`src/inc/adcism_pkg.sv`:
```
// Purpose: Shared constants and types for input select and amp monitor
// Assumes: One clock, hclk, at 100 MHz
// Notes:   Device offsets are 8-bit link addresses
package adcism_pkg;
  // Device register map on the link
  localparam logic [7:0] DEV_PRI_STAT = 8'h01;
  localparam logic [7:0] DEV_CMD      = 8'h08;
  localparam logic [7:0] DEV_IN_CFG   = 8'h10;
  localparam logic [7:0] DEV_AMP_FLG  = 8'h11;
  localparam logic [7:0] DEV_SEC_FLG  = 8'h12;
  localparam logic [7:0] DEV_AMP_CFG  = 8'h20;
  // Field positions
  localparam int SUM_BIT   = 4;
  localparam int CRC_BIT   = 0;
  localparam int START_BIT = 0;
  localparam int AZ_BIT    = 4;
  // Selector codes
  localparam logic [2:0] SEL_B_A   = 3'h0;
  localparam logic [2:0] SEL_A_B   = 3'h1;
  localparam logic [2:0] SEL_B_COM = 3'h2;
  localparam logic [2:0] SEL_A_COM = 3'h3;
  localparam logic [2:0] SEL_HV    = 3'h4;
  localparam logic [2:0] SEL_MID   = 3'h5;
  localparam logic [2:0] SEL_TEMP  = 3'h6;
  localparam logic [2:0] SEL_RSVD  = 3'h7;
  // Reset values and the unity gain code
  localparam logic [2:0] SEL_RESET  = SEL_MID;
  localparam logic [3:0] GAIN_UNITY = 4'h4;
  localparam logic [3:0] GAIN_RESET = 4'h4;
  localparam logic       AZ_RESET   = 1'b0;
  // Host AHB register map
  localparam logic [7:0] H_LADDR  = 8'h00;
  localparam logic [7:0] H_LWDATA = 8'h04;
  localparam logic [7:0] H_CMD    = 8'h08;
  localparam logic [7:0] H_LRDATA = 8'h0C;
  localparam logic [7:0] H_STAT   = 8'h10;
  localparam logic [7:0] H_CTRL   = 8'h14;
  localparam logic [7:0] H_IRQ_ST = 8'h18;
  localparam logic [7:0] H_IRQ_CL = 8'h1C;
  localparam logic [7:0] H_IRQ_EN = 8'h20;
  // Host command and irq bits
  localparam int CMD_RD   = 0;
  localparam int CMD_WR   = 1;
  localparam int CMD_SEL  = 2;
  localparam int CMD_CODE = 4;
  localparam int IRQ_DONE = 0;
  localparam int IRQ_ALM  = 1;
  localparam int IRQ_BAD  = 2;

  // Measurement source on each amplifier input
  typedef enum logic [2:0] {
    SRC_NONE = 3'b000,
    SRC_A    = 3'b001,
    SRC_B    = 3'b010,
    SRC_COM  = 3'b011,
    SRC_MID  = 3'b100,
    SRC_TEMP = 3'b101,
    SRC_HV   = 3'b110
  } adcism_src_t;

  typedef enum logic [2:0] {
    HS_IDLE  = 3'b000,
    HS_USER  = 3'b001,
    HS_GAIN  = 3'b010,
    HS_MUX   = 3'b011,
    HS_START = 3'b100,
    HS_POLL  = 3'b101,
    HS_RD11  = 3'b110,
    HS_RD12  = 3'b111
  } adcism_hstate_t;
endpackage : adcism_pkg

```
`src/inc/adcism_link_if.sv`:
```
// Purpose: Register link between host controller and converter device
// Assumes: Both ends on hclk; req is a level, ack a one-cycle pulse
// Notes:   Host holds req and fields until it samples ack
`timescale 1ns/1ps
interface adcism_link_if;
  logic       req;
  logic       wr;
  logic [7:0] addr;
  logic [7:0] wdata;
  logic       ack;
  logic [7:0] rdata;

  modport host (output req, output wr, output addr, output wdata,
                input ack, input rdata);
  modport dev  (input req, input wr, input addr, input wdata,
                output ack, output rdata);
endinterface : adcism_link_if

```
`src/verilog/adcism_host.sv`:
```
// Purpose: Host controller: AHB-Lite registers, link master, poller
// Assumes: Zero-wait AHB slave, single word transfers
// Notes:   Source select sequences unity gain for rail and sensor
`timescale 1ns/1ps
module adcism_host (
  input  wire logic        hclk,
  input  wire logic        hresetn,
  input  wire logic        hsel,
  input  wire logic [31:0] haddr,
  input  wire logic [1:0]  htrans,
  input  wire logic        hwrite,
  input  wire logic [2:0]  hsize,
  input  wire logic [31:0] hwdata,
  input  wire logic        hready,
  output logic             hreadyout,
  output logic [31:0]      hrdata,
  output logic             hresp,
  output logic             irq,
  adcism_link_if.host      lk
);
  adcism_pkg::adcism_hstate_t state_ff;
  adcism_pkg::adcism_hstate_t nxt_state;
  logic       dp_wr_ff;
  logic [7:0] dp_addr_ff;
  logic [7:0] laddr_ff;
  logic [7:0] lwdata_ff;
  logic [7:0] lrdata_ff;
  logic       user_wr_ff;
  logic [2:0] code_ff;
  logic       poll_en_ff;
  logic [7:0] amp_cap_ff;
  logic [7:0] sec_cap_ff;
  logic [2:0] irq_st_ff;
  logic [2:0] irq_en_ff;
  logic [2:0] irq_set;
  logic       we;
  logic       cmd_ok;
  logic       bad;
  logic [2:0] wcode;

  assign hreadyout = 1'b1;
  assign hresp     = 1'b0;
  assign we        = dp_wr_ff;
  assign wcode     = hwdata[adcism_pkg::CMD_CODE +: 3];
  assign cmd_ok    = we && dp_addr_ff == adcism_pkg::H_CMD &&
                     state_ff == adcism_pkg::HS_IDLE;
  assign bad = cmd_ok && hwdata[adcism_pkg::CMD_SEL] &&
               !hwdata[adcism_pkg::CMD_RD] && !hwdata[adcism_pkg::CMD_WR] &&
               wcode == adcism_pkg::SEL_RSVD;

  always_ff @(posedge hclk or negedge hresetn)
  begin
    if (!hresetn)
    begin
      dp_wr_ff   <= 1'b0;
      dp_addr_ff <= 8'h00;
    end
    else if (hready)
    begin
      dp_wr_ff   <= hsel & htrans[1] & hwrite;
      dp_addr_ff <= haddr[7:0];
    end
  end

  always_ff @(posedge hclk or negedge hresetn)
  begin
    if (!hresetn)
    begin
      laddr_ff   <= 8'h00;
      lwdata_ff  <= 8'h00;
      poll_en_ff <= 1'b0;
      irq_en_ff  <= 3'h0;
    end
    else if (we)
    begin
      if (dp_addr_ff == adcism_pkg::H_LADDR)
        laddr_ff <= hwdata[7:0];
      if (dp_addr_ff == adcism_pkg::H_LWDATA)
        lwdata_ff <= hwdata[7:0];
      if (dp_addr_ff == adcism_pkg::H_CTRL)
        poll_en_ff <= hwdata[0];
      if (dp_addr_ff == adcism_pkg::H_IRQ_EN)
        irq_en_ff <= hwdata[2:0];
    end
  end

  always_comb
  begin
    hrdata = 32'h0000_0000;
    case (dp_addr_ff)
      adcism_pkg::H_LADDR:  hrdata[7:0] = laddr_ff;
      adcism_pkg::H_LWDATA: hrdata[7:0] = lwdata_ff;
      adcism_pkg::H_LRDATA: hrdata[7:0] = lrdata_ff;
      adcism_pkg::H_STAT:
        hrdata = {8'h00, sec_cap_ff, amp_cap_ff, 7'h00,
                  state_ff != adcism_pkg::HS_IDLE};
      adcism_pkg::H_CTRL:   hrdata[0]   = poll_en_ff;
      adcism_pkg::H_IRQ_ST: hrdata[2:0] = irq_st_ff;
      adcism_pkg::H_IRQ_EN: hrdata[2:0] = irq_en_ff;
      default:              hrdata = 32'h0000_0000;
    endcase
  end

  always_comb
  begin
    nxt_state = state_ff;
    case (state_ff)
      adcism_pkg::HS_IDLE:
        if (cmd_ok && (hwdata[adcism_pkg::CMD_RD] || hwdata[adcism_pkg::CMD_WR]))
          nxt_state = adcism_pkg::HS_USER;
        else if (cmd_ok && hwdata[adcism_pkg::CMD_SEL] && !bad)
          nxt_state = (wcode == adcism_pkg::SEL_HV || wcode == adcism_pkg::SEL_TEMP) ?
                      adcism_pkg::HS_GAIN : adcism_pkg::HS_MUX;
        else if (poll_en_ff && !cmd_ok)
          nxt_state = adcism_pkg::HS_POLL;
      adcism_pkg::HS_USER:  if (lk.ack) nxt_state = adcism_pkg::HS_IDLE;
      adcism_pkg::HS_GAIN:  if (lk.ack) nxt_state = adcism_pkg::HS_MUX;
      adcism_pkg::HS_MUX:   if (lk.ack) nxt_state = adcism_pkg::HS_START;
      adcism_pkg::HS_START: if (lk.ack) nxt_state = adcism_pkg::HS_IDLE;
      adcism_pkg::HS_POLL:
        if (lk.ack)
          nxt_state = lk.rdata[adcism_pkg::SUM_BIT] ?
                      adcism_pkg::HS_RD11 : adcism_pkg::HS_IDLE;
      adcism_pkg::HS_RD11:  if (lk.ack) nxt_state = adcism_pkg::HS_RD12;
      adcism_pkg::HS_RD12:  if (lk.ack) nxt_state = adcism_pkg::HS_IDLE;
      default:              nxt_state = adcism_pkg::HS_IDLE;
    endcase
  end

  always_ff @(posedge hclk or negedge hresetn)
  begin
    if (!hresetn)
      state_ff <= adcism_pkg::HS_IDLE;
    else
      state_ff <= nxt_state;
  end

  always_ff @(posedge hclk or negedge hresetn)
  begin
    if (!hresetn)
    begin
      user_wr_ff <= 1'b0;
      code_ff    <= adcism_pkg::SEL_RESET;
    end
    else if (cmd_ok)
    begin
      user_wr_ff <= hwdata[adcism_pkg::CMD_WR] & ~hwdata[adcism_pkg::CMD_RD];
      code_ff    <= wcode;
    end
  end

  // Link request follows state; fields held until ack
  always_comb
  begin
    lk.req   = 1'b1;
    lk.wr    = 1'b0;
    lk.addr  = 8'h00;
    lk.wdata = 8'h00;
    case (state_ff)
      adcism_pkg::HS_USER:
      begin
        lk.wr    = user_wr_ff;
        lk.addr  = laddr_ff;
        lk.wdata = lwdata_ff;
      end
      adcism_pkg::HS_GAIN:
      begin
        lk.wr    = 1'b1;
        lk.addr  = adcism_pkg::DEV_AMP_CFG;
        lk.wdata = {4'h0, adcism_pkg::GAIN_UNITY};
      end
      adcism_pkg::HS_MUX:
      begin
        lk.wr    = 1'b1;
        lk.addr  = adcism_pkg::DEV_IN_CFG;
        lk.wdata = {5'h00, code_ff};
      end
      adcism_pkg::HS_START:
      begin
        lk.wr    = 1'b1;
        lk.addr  = adcism_pkg::DEV_CMD;
        lk.wdata = 8'h01;
      end
      adcism_pkg::HS_POLL: lk.addr = adcism_pkg::DEV_PRI_STAT;
      adcism_pkg::HS_RD11: lk.addr = adcism_pkg::DEV_AMP_FLG;
      adcism_pkg::HS_RD12: lk.addr = adcism_pkg::DEV_SEC_FLG;
      default:             lk.req  = 1'b0;
    endcase
  end

  always_ff @(posedge hclk or negedge hresetn)
  begin
    if (!hresetn)
    begin
      lrdata_ff  <= 8'h00;
      amp_cap_ff <= 8'h00;
      sec_cap_ff <= 8'h00;
    end
    else if (lk.ack)
    begin
      if (state_ff == adcism_pkg::HS_USER && !user_wr_ff)
        lrdata_ff <= lk.rdata;
      if (state_ff == adcism_pkg::HS_RD11)
        amp_cap_ff <= lk.rdata;
      if (state_ff == adcism_pkg::HS_RD12)
        sec_cap_ff <= lk.rdata;
    end
  end

  always_comb
  begin
    irq_set = 3'h0;
    irq_set[adcism_pkg::IRQ_DONE] = lk.ack &&
      (state_ff == adcism_pkg::HS_USER || state_ff == adcism_pkg::HS_START);
    irq_set[adcism_pkg::IRQ_ALM] = lk.ack && state_ff == adcism_pkg::HS_RD12;
    irq_set[adcism_pkg::IRQ_BAD] = bad;
  end

  // Set wins over a clear in the same cycle
  always_ff @(posedge hclk or negedge hresetn)
  begin
    if (!hresetn)
      irq_st_ff <= 3'h0;
    else if (we && dp_addr_ff == adcism_pkg::H_IRQ_CL)
      irq_st_ff <= (irq_st_ff & ~hwdata[2:0]) | irq_set;
    else
      irq_st_ff <= irq_st_ff | irq_set;
  end

  assign irq = |(irq_st_ff & irq_en_ff);
endmodule : adcism_host

```
`src/flat_wrapper.sv`:
```
// flat-port wrapper written by rule: the top's interface ports become plain ports
module adcism_host_flat 
  (hclk, hresetn, hsel, haddr, htrans, hwrite, hsize, hwdata, hready, hreadyout, hrdata, hresp, irq, lk_req, lk_wr, lk_addr, lk_wdata, lk_ack, lk_rdata);
  adcism_link_if lk_i ();
  input  wire logic hclk;
  input  wire logic hresetn;
  input  wire logic hsel;
  input  wire logic [31:0] haddr;
  input  wire logic [1:0] htrans;
  input  wire logic hwrite;
  input  wire logic [2:0] hsize;
  input  wire logic [31:0] hwdata;
  input  wire logic hready;
  output logic hreadyout;
  output logic [31:0] hrdata;
  output logic hresp;
  output logic irq;
  output wire logic [$bits(lk_i.req)-1:0] lk_req;
  output wire logic [$bits(lk_i.wr)-1:0] lk_wr;
  output wire logic [$bits(lk_i.addr)-1:0] lk_addr;
  output wire logic [$bits(lk_i.wdata)-1:0] lk_wdata;
  input wire logic [$bits(lk_i.ack)-1:0] lk_ack;
  input wire logic [$bits(lk_i.rdata)-1:0] lk_rdata;
  assign lk_req = lk_i.req;
  assign lk_wr = lk_i.wr;
  assign lk_addr = lk_i.addr;
  assign lk_wdata = lk_i.wdata;
  assign lk_i.ack = lk_ack;
  assign lk_i.rdata = lk_rdata;
  adcism_host u_core (.hclk(hclk), .hresetn(hresetn), .hsel(hsel), .haddr(haddr), .htrans(htrans), .hwrite(hwrite), .hsize(hsize), .hwdata(hwdata), .hready(hready), .hreadyout(hreadyout), .hrdata(hrdata), .hresp(hresp), .irq(irq), .lk(lk_i));
endmodule
```
`config.mk`:
```
export PLATFORM = sky130hd
export DESIGN_NAME = adcism_host_flat
export DESIGN_NICKNAME = d
export VERILOG_FILES = /design/src/inc/adcism_pkg.sv /design/src/inc/adcism_link_if.sv /design/src/verilog/adcism_host.sv /design/src/flat_wrapper.sv
export SDC_FILE = /design/constraint.sdc
export NUM_CORES = 1
export LEC_CHECK = 0
export ABC_AREA = 1
export ABC_CLOCK_PERIOD_IN_PS = 2800
export BUFFER_PORTS_ARGS = -buffer_cell sky130_fd_sc_hd__buf_2
export CAP_MARGIN = 15
export CORE_MARGIN = 3
export CORE_UTILIZATION = 45
export DETAILED_ROUTE_END_ITERATION = 10
export MAX_ROUTING_LAYER = met4
export PLACE_DENSITY = 0.75
export SLEW_MARGIN = 20
export SYNTH_ARGS = -nofsm -noshare
export SYNTH_HDL_FRONTEND = slang
export SYNTH_SLANG_ARGS = --single-unit
```
`constraint.sdc`:
```
create_clock -name hclk -period 2.8 [get_ports hclk]
set_input_delay 0.14 -clock hclk [delete_from_list [all_inputs] [get_ports hclk]]
set_output_delay 0.14 -clock hclk [all_outputs]
set_load 0.005 [all_outputs]
```
# Yosys cells after proc, flatten, opt, wreduce, memory -nomap -nowiden
# Index checks and enable logic that the tools add are counted.
# word_totals
in_bits	83
out_inout_bits	53
word_cells	102
reg_bits	63
# classes
n_mux	20
reduce_logical	36
bitwise	9
n_eq_ne	24
# op_table
cell	count
$pmux W8 S7	1
$eq A8 B5 Y1 const B	4
$pmux W8 S4	1
$mux W3	10
$eq A3 B3 Y1 const B	7
$pmux W3 S6	1
$eq A8 B4 Y1 const B	2
$mux W16	1
$pmux W5 S3	1
$reduce_and A2 Y1	7
$logic_and A1 B1 Y1	13
$pmux W2 S5	1
$reduce_or A3 Y1	3
$eq A8 B3 Y1 const B	1
$eq A8 B6 Y1 const B	1
$logic_not A8 Y1	1
$ne A2 B2 Y1 const B	4
$pmux W1 S7	1
$reduce_or A7 Y1	1
$and A3 B3 Y3	2
$eq A3 B2 Y1 const B	2
$or A3 B3 Y3	2
$reduce_and A6 Y1	1
$logic_not A1 Y1	5
11 further kinds	16

# Longest topological paths before layout
# depth
ltp_word	12
ltp_mapped	12

# Worst setup path before layout
# No wires, ideal clock.
# synth_path
path_kind	flip-flop to flip-flop
start	reg u_core.state_ff[2]
end	reg u_core.state_ff[0]
stages_incl_launch_ff	11
slack_ps	1440
arrival_ps	1243
cell_sequence	dfrtp_1 -> nor2_4 -> nand2_4 -> nor2_4 -> nand3_1 -> nor2_1 -> nand3_1 -> nand2_1 -> nand2_1 -> nand2_1 -> nand2_1
# synth_via
elab_chain_cells	11
elab_cells_between_ends	29
cone_classes	13 x eq/ne; 3 x mux; 13 x reduce/logical
# synth_lines
element	line	text
from (decl)	adcism_host.sv:21	adcism_pkg::adcism_hstate_t state_ff;
from (signal assigned)	adcism_host.sv:133	state_ff <= adcism_pkg::HS_IDLE;
from (signal assigned)	adcism_host.sv:135	state_ff <= nxt_state;
$logic_not A3 Y1	adcism_host.sv:46, adcism_host.sv:107	
$logic_and A1 B1 Y1	adcism_host.sv:45	assign cmd_ok = we && dp_addr_ff == adcism_pkg::H_CMD &&
$logic_and A1 B1 Y1	adcism_host.sv:47, adcism_host.sv:111	
$logic_and A1 B1 Y1	adcism_host.sv:47	assign bad = cmd_ok && hwdata[adcism_pkg::CMD_SEL] &&
$logic_and A1 B1 Y1 (2 in a row)	adcism_host.sv:48	!hwdata[adcism_pkg::CMD_RD] && !hwdata[adcism_pkg::CMD_WR] &&
$logic_not A1 Y1	adcism_host.sv:111	else if (cmd_ok && hwdata[adcism_pkg::CMD_SEL] && !bad)
$logic_and A1 B1 Y1	adcism_host.sv:111	
$mux W3	adcism_host.sv:111	
$mux W3	adcism_host.sv:109	if (cmd_ok && (hwdata[adcism_pkg::CMD_RD] || hwdata[adcism_pkg::CMD_WR]))
$pmux W3 S6	adcism_host.sv:107	case (state_ff)
# Parallel ways exist; a longest one is shown, timed or not.
# A chain may end at the register's enable or synchronous reset.

# Worst setup path in the final report
# layout_path
start	reg u_core.dp_addr_ff[1]
end	out hrdata[2]
# layout_via
elab_chain_cells	2
elab_cells_between_ends	6
cone_classes	4 x eq/ne; 1 x mux; 1 x reduce/logical
# layout_lines
element	line	text
from (decl)	adcism_host.sv:24	logic [7:0] dp_addr_ff;
from (signal assigned)	adcism_host.sv:61	dp_addr_ff <= haddr[7:0];
$eq A8 B6 Y1, or another cell as far along	adcism_host.sv:90	case (dp_addr_ff)
$pmux W2 S5 (*)	adcism_host.sv:90	
to (decl)	flat_wrapper.sv:15	output logic [31:0] hrdata;
# Every way passes the cells marked *; elsewhere a longest branch is shown, timed or not.

==> impl_metrics.yaml <==
critical_path:
  path_class: "flip-flop to output port"
  regToRegSetupSlack_ps: 1140
  endpoint_kind: "output port"
  crit_path_end: "hrdata[2]"
  critPathLaunch: "u_core.dp_addr_ff[1]"
  required_ps: 2660
  rr_worst_depth: 8
  reg2reg_to: "u_core.laddr_ff[1]"
  cp_max_fo: 7
  r2r-start: "u_core.dp_addr_ff[7]"
  crit_arrival_ps: 2020
  critPathLaunchType: "flip-flop"
drt:
  routedWlPerCell_um: 13.3
  drc: 0
  wl_um: 8020
  via_count: 2890
  postRouteAntennaNets: 0
  drtIter0Drc: 169
  vias_per_cell: 4.78
  drt_pass1_iterations: 4
die:
  die_h_um: 93.1
  ios: 136
  die_w_um: 93.1
  fp.dieArea_sq_um: 8680
  coreArea_sq_um: 7290
  fp-row-count: 31
  initial_core_util: 0.469
synthesis:
  yosysTopAreaCell: "dfrtp_1"
  synth_area_leaders: "dfrtp_1, nand2_1, o21ai_2"
  synth_fa_ha_area_frac: 0
  ys_ff_latch: 63
  synth_top_family_by_area: "simple AND/OR/NAND/NOR gates"
  synth-simple-area-share: 0.238
  ys_warn_count: 0
  synth_top_cell_area_share: 0.447
  synth_compound_area_frac: 0.163
  ys_seq_area_frac: 0.462
  synth.distinct_cells: 32
  syn_area_per_cell_sq_um: 8.12
  synth.cell_area_sq_um: 3420
  synthXorXnorAreaFrac: 0
  synth.area.mux_share: 0.0132
  synth_cells: 421
sta:
  rsz0062_at_grt: "false"
  max_slew_margin: 0.356
  finalCritPeriodShare: 0.772
  finalWorstPathRequiredPeriod_ps: 2160
  max_freq_mhz: 463
  hold_viol_final: 0
  tightest_slew_ps: 967
  setup_viol: 0
  fin_skew_ps: 10.3
  tns_ps: 0
  drv_slew: 0
clocking:
  clock-root-buffer: "clkbuf_8"
  cts_tree: "built"
  clk_path_buf_depth: 2
  path_clk_slew_ps: 70
  cts_hold_buf: 2
  cts_setup_buffers: 0
  ctsResizeCount: 0
  htreeDepth: 3
  cts_made_buffers: 9
  cts_sinks: 63
  clk_latency_ps: 340
power:
  p_clk_frac: 0.262
  switching_power_w: 0.00103
  cellPowerDensity_nw_per_um2: 720
  p_seq_frac: 0.420
  vdd_drop_max_mv: 0.338
  p_leak_nw: 2.23
  power_frac_comb: 0.318
  switching_share: 0.356
  intPower_w: 0.00186
  finalPower_w: 0.00289
global_route:
  grt_pass1_vias: 2865
  grt-ovfl-total: 0
  gr-usage-all-layers: 0.200
  grt_antenna_before_repair: 0
  grt_max_degree: 44
  grt_first_pass_wirelength_um: 13400
cells_and_area:
  drive_gt1_frac: 0.309
  diodes: 0
  final.fill_count: 724
  mostFrequentLayoutCells: "nand2_1, buf_2, inv_1, dfrtp_1, nor2_1"
  fin_nets: 583
  layout_commonest_cell: "nand2_1"
  areaGrowthSynthToFinish_pct: 17.6
worst_hold_path:
  hold_path_depth: 3
  min_path_type: "primary input to flip-flop"
placed_design:
  place_congestion: 0.876
  hpwlAfterDp_um: 6100
  io_buffers: 73
outcome:
  status: "completed"
job:
  maxCapViolCount: 0
critical path, stage by stage (launching register included):
cell	delay (ps)
dfrtp_1	400
nor2_2	160
inv_1	100
nor3_1	270
nand2_1	110
inv_1	190
nand2_1	80
nand2_1	70
a21oi_1	40
o211ai_1	110
buf_2	150
logic make-up (layout without fill, tap and decap cells):
family          after synthesis  in the layout
other cells                   2             10
mux                           4              4
flops                        63             63
buf+inv                      90            166
simple gates                181            181
compound gates               81             81
flip-flops by register name (all words and copies together) (netlist names):
signal	flops
u_core.poll_en_ff	1
u_core.irq_st_ff	3
u_core.lwdata_ff	8
u_core.code_ff	3
u_core.user_wr_ff	1
u_core.state_ff	3
u_core.irq_en_ff	3
u_core.lrdata_ff	8
u_core.dp_wr_ff	1
u_core.amp_cap_ff	8
u_core.dp_addr_ff	8
u_core.sec_cap_ff	8
u_core.laddr_ff	8
layout make-up:
cell class / instances / area [sq um] / area share
flip-flops and latches: 63 / 1580 / 0.393
multi-input cells: 276 / 1450 / 0.362
repair buffers: 78 / 408 / 0.101
inverters: 72 / 270 / 0.0672
clock buffers: 12 / 135 / 0.0336
well taps: 99 / 124 / 0.0308
clock inverters: 4 / 48.8 / 0.0121
power groups by stage:
| stage | Sequential, W | Clock [W] | Combinational, W |
|---|---|---|---|
| global route | 0.00124 | 0.000811 | 0.00106 |
| global placement | 0.00122 | 0 | 0.000907 |
| finish | 0.00121 | 0.000758 | 0.000921 |
| CTS | 0.00121 | 0.000771 | 0.000933 |
| detailed placement | 0.00123 | 0 | 0.000925 |
| floorplan | 0.00119 | 0 | 0.000652 |
synthesized netlist by cell type:
| cell | n |
|---|---|
| nor3_4 | 1 |
| a21o_1 | 1 |
| nand2_1 | 98 |
| clkinv_1 | 1 |
| nor2_1 | 37 |
| nor2_4 | 4 |
| nor3_2 | 1 |
| inv_2 | 8 |
| dfstp_2 | 2 |
| nand3_2 | 2 |
| buf_2 | 1 |
| o211ai_1 | 4 |
| conb_1 | 2 |
| nand2_4 | 1 |
| o221ai_1 | 4 |
| o31ai_1 | 1 |
| nand3_1 | 17 |
| inv_1 | 63 |
| nand4_1 | 4 |
| buf_4 | 10 |
| o21ai_2 | 32 |
| buf_6 | 5 |
| o22ai_1 | 1 |
| a21oi_1 | 4 |
| dfrtp_1 | 61 |
| clkbuf_1 | 2 |
| mux2_2 | 4 |
| nor2_2 | 3 |
| nor3_1 | 4 |
| o21ai_0 | 33 |
| o21ai_1 | 1 |
| nand2_2 | 9 |
worst min-delay path by stage:
stage | end | from | slack (ps)
detailed placement | u_core.sec_cap_ff[5] | hresetn | 350
floorplan | u_core.amp_cap_ff[0] | hresetn | -160
finish | u_core.dp_addr_ff[5] | haddr[5] | 10
global route | u_core.dp_addr_ff[3] | haddr[3] | 20
CTS | u_core.dp_addr_ff[2] | haddr[2] | 3
global placement | u_core.sec_cap_ff[5] | hresetn | 330
routing by layer:
layer	track usage	share of wire	vias up	wire (um)
li1	-	-	1463	-
met1	0.269	0.46	1325	3690
met2	0.307	0.46	89	3690
met3	0.0338	0.064	13	513
met4	0.0757	0.016	0	129
met5	-	0	-	0
per-stage QoR:
| stage | utilization | area, sq um | hold WS (ps) | cells | setup WS, ps |
|---|---|---|---|---|---|
| after floorplan | - | 3450 | -156 | 429 | 1440 |
| after global placement | 0.523 | 3810 | 330 | 586 | 1020 |
| after detailed placement | 0.523 | 3810 | 347 | 586 | 1010 |
| after CTS | 0.551 | 4020 | 2.52 | 604 | 640 |
| after global routing | 0.551 | 4020 | 21.1 | 604 | 454 |
| final | 0.551 | 4020 | 11.3 | 604 | 639 |
Power figures use the tool's default switching activity.
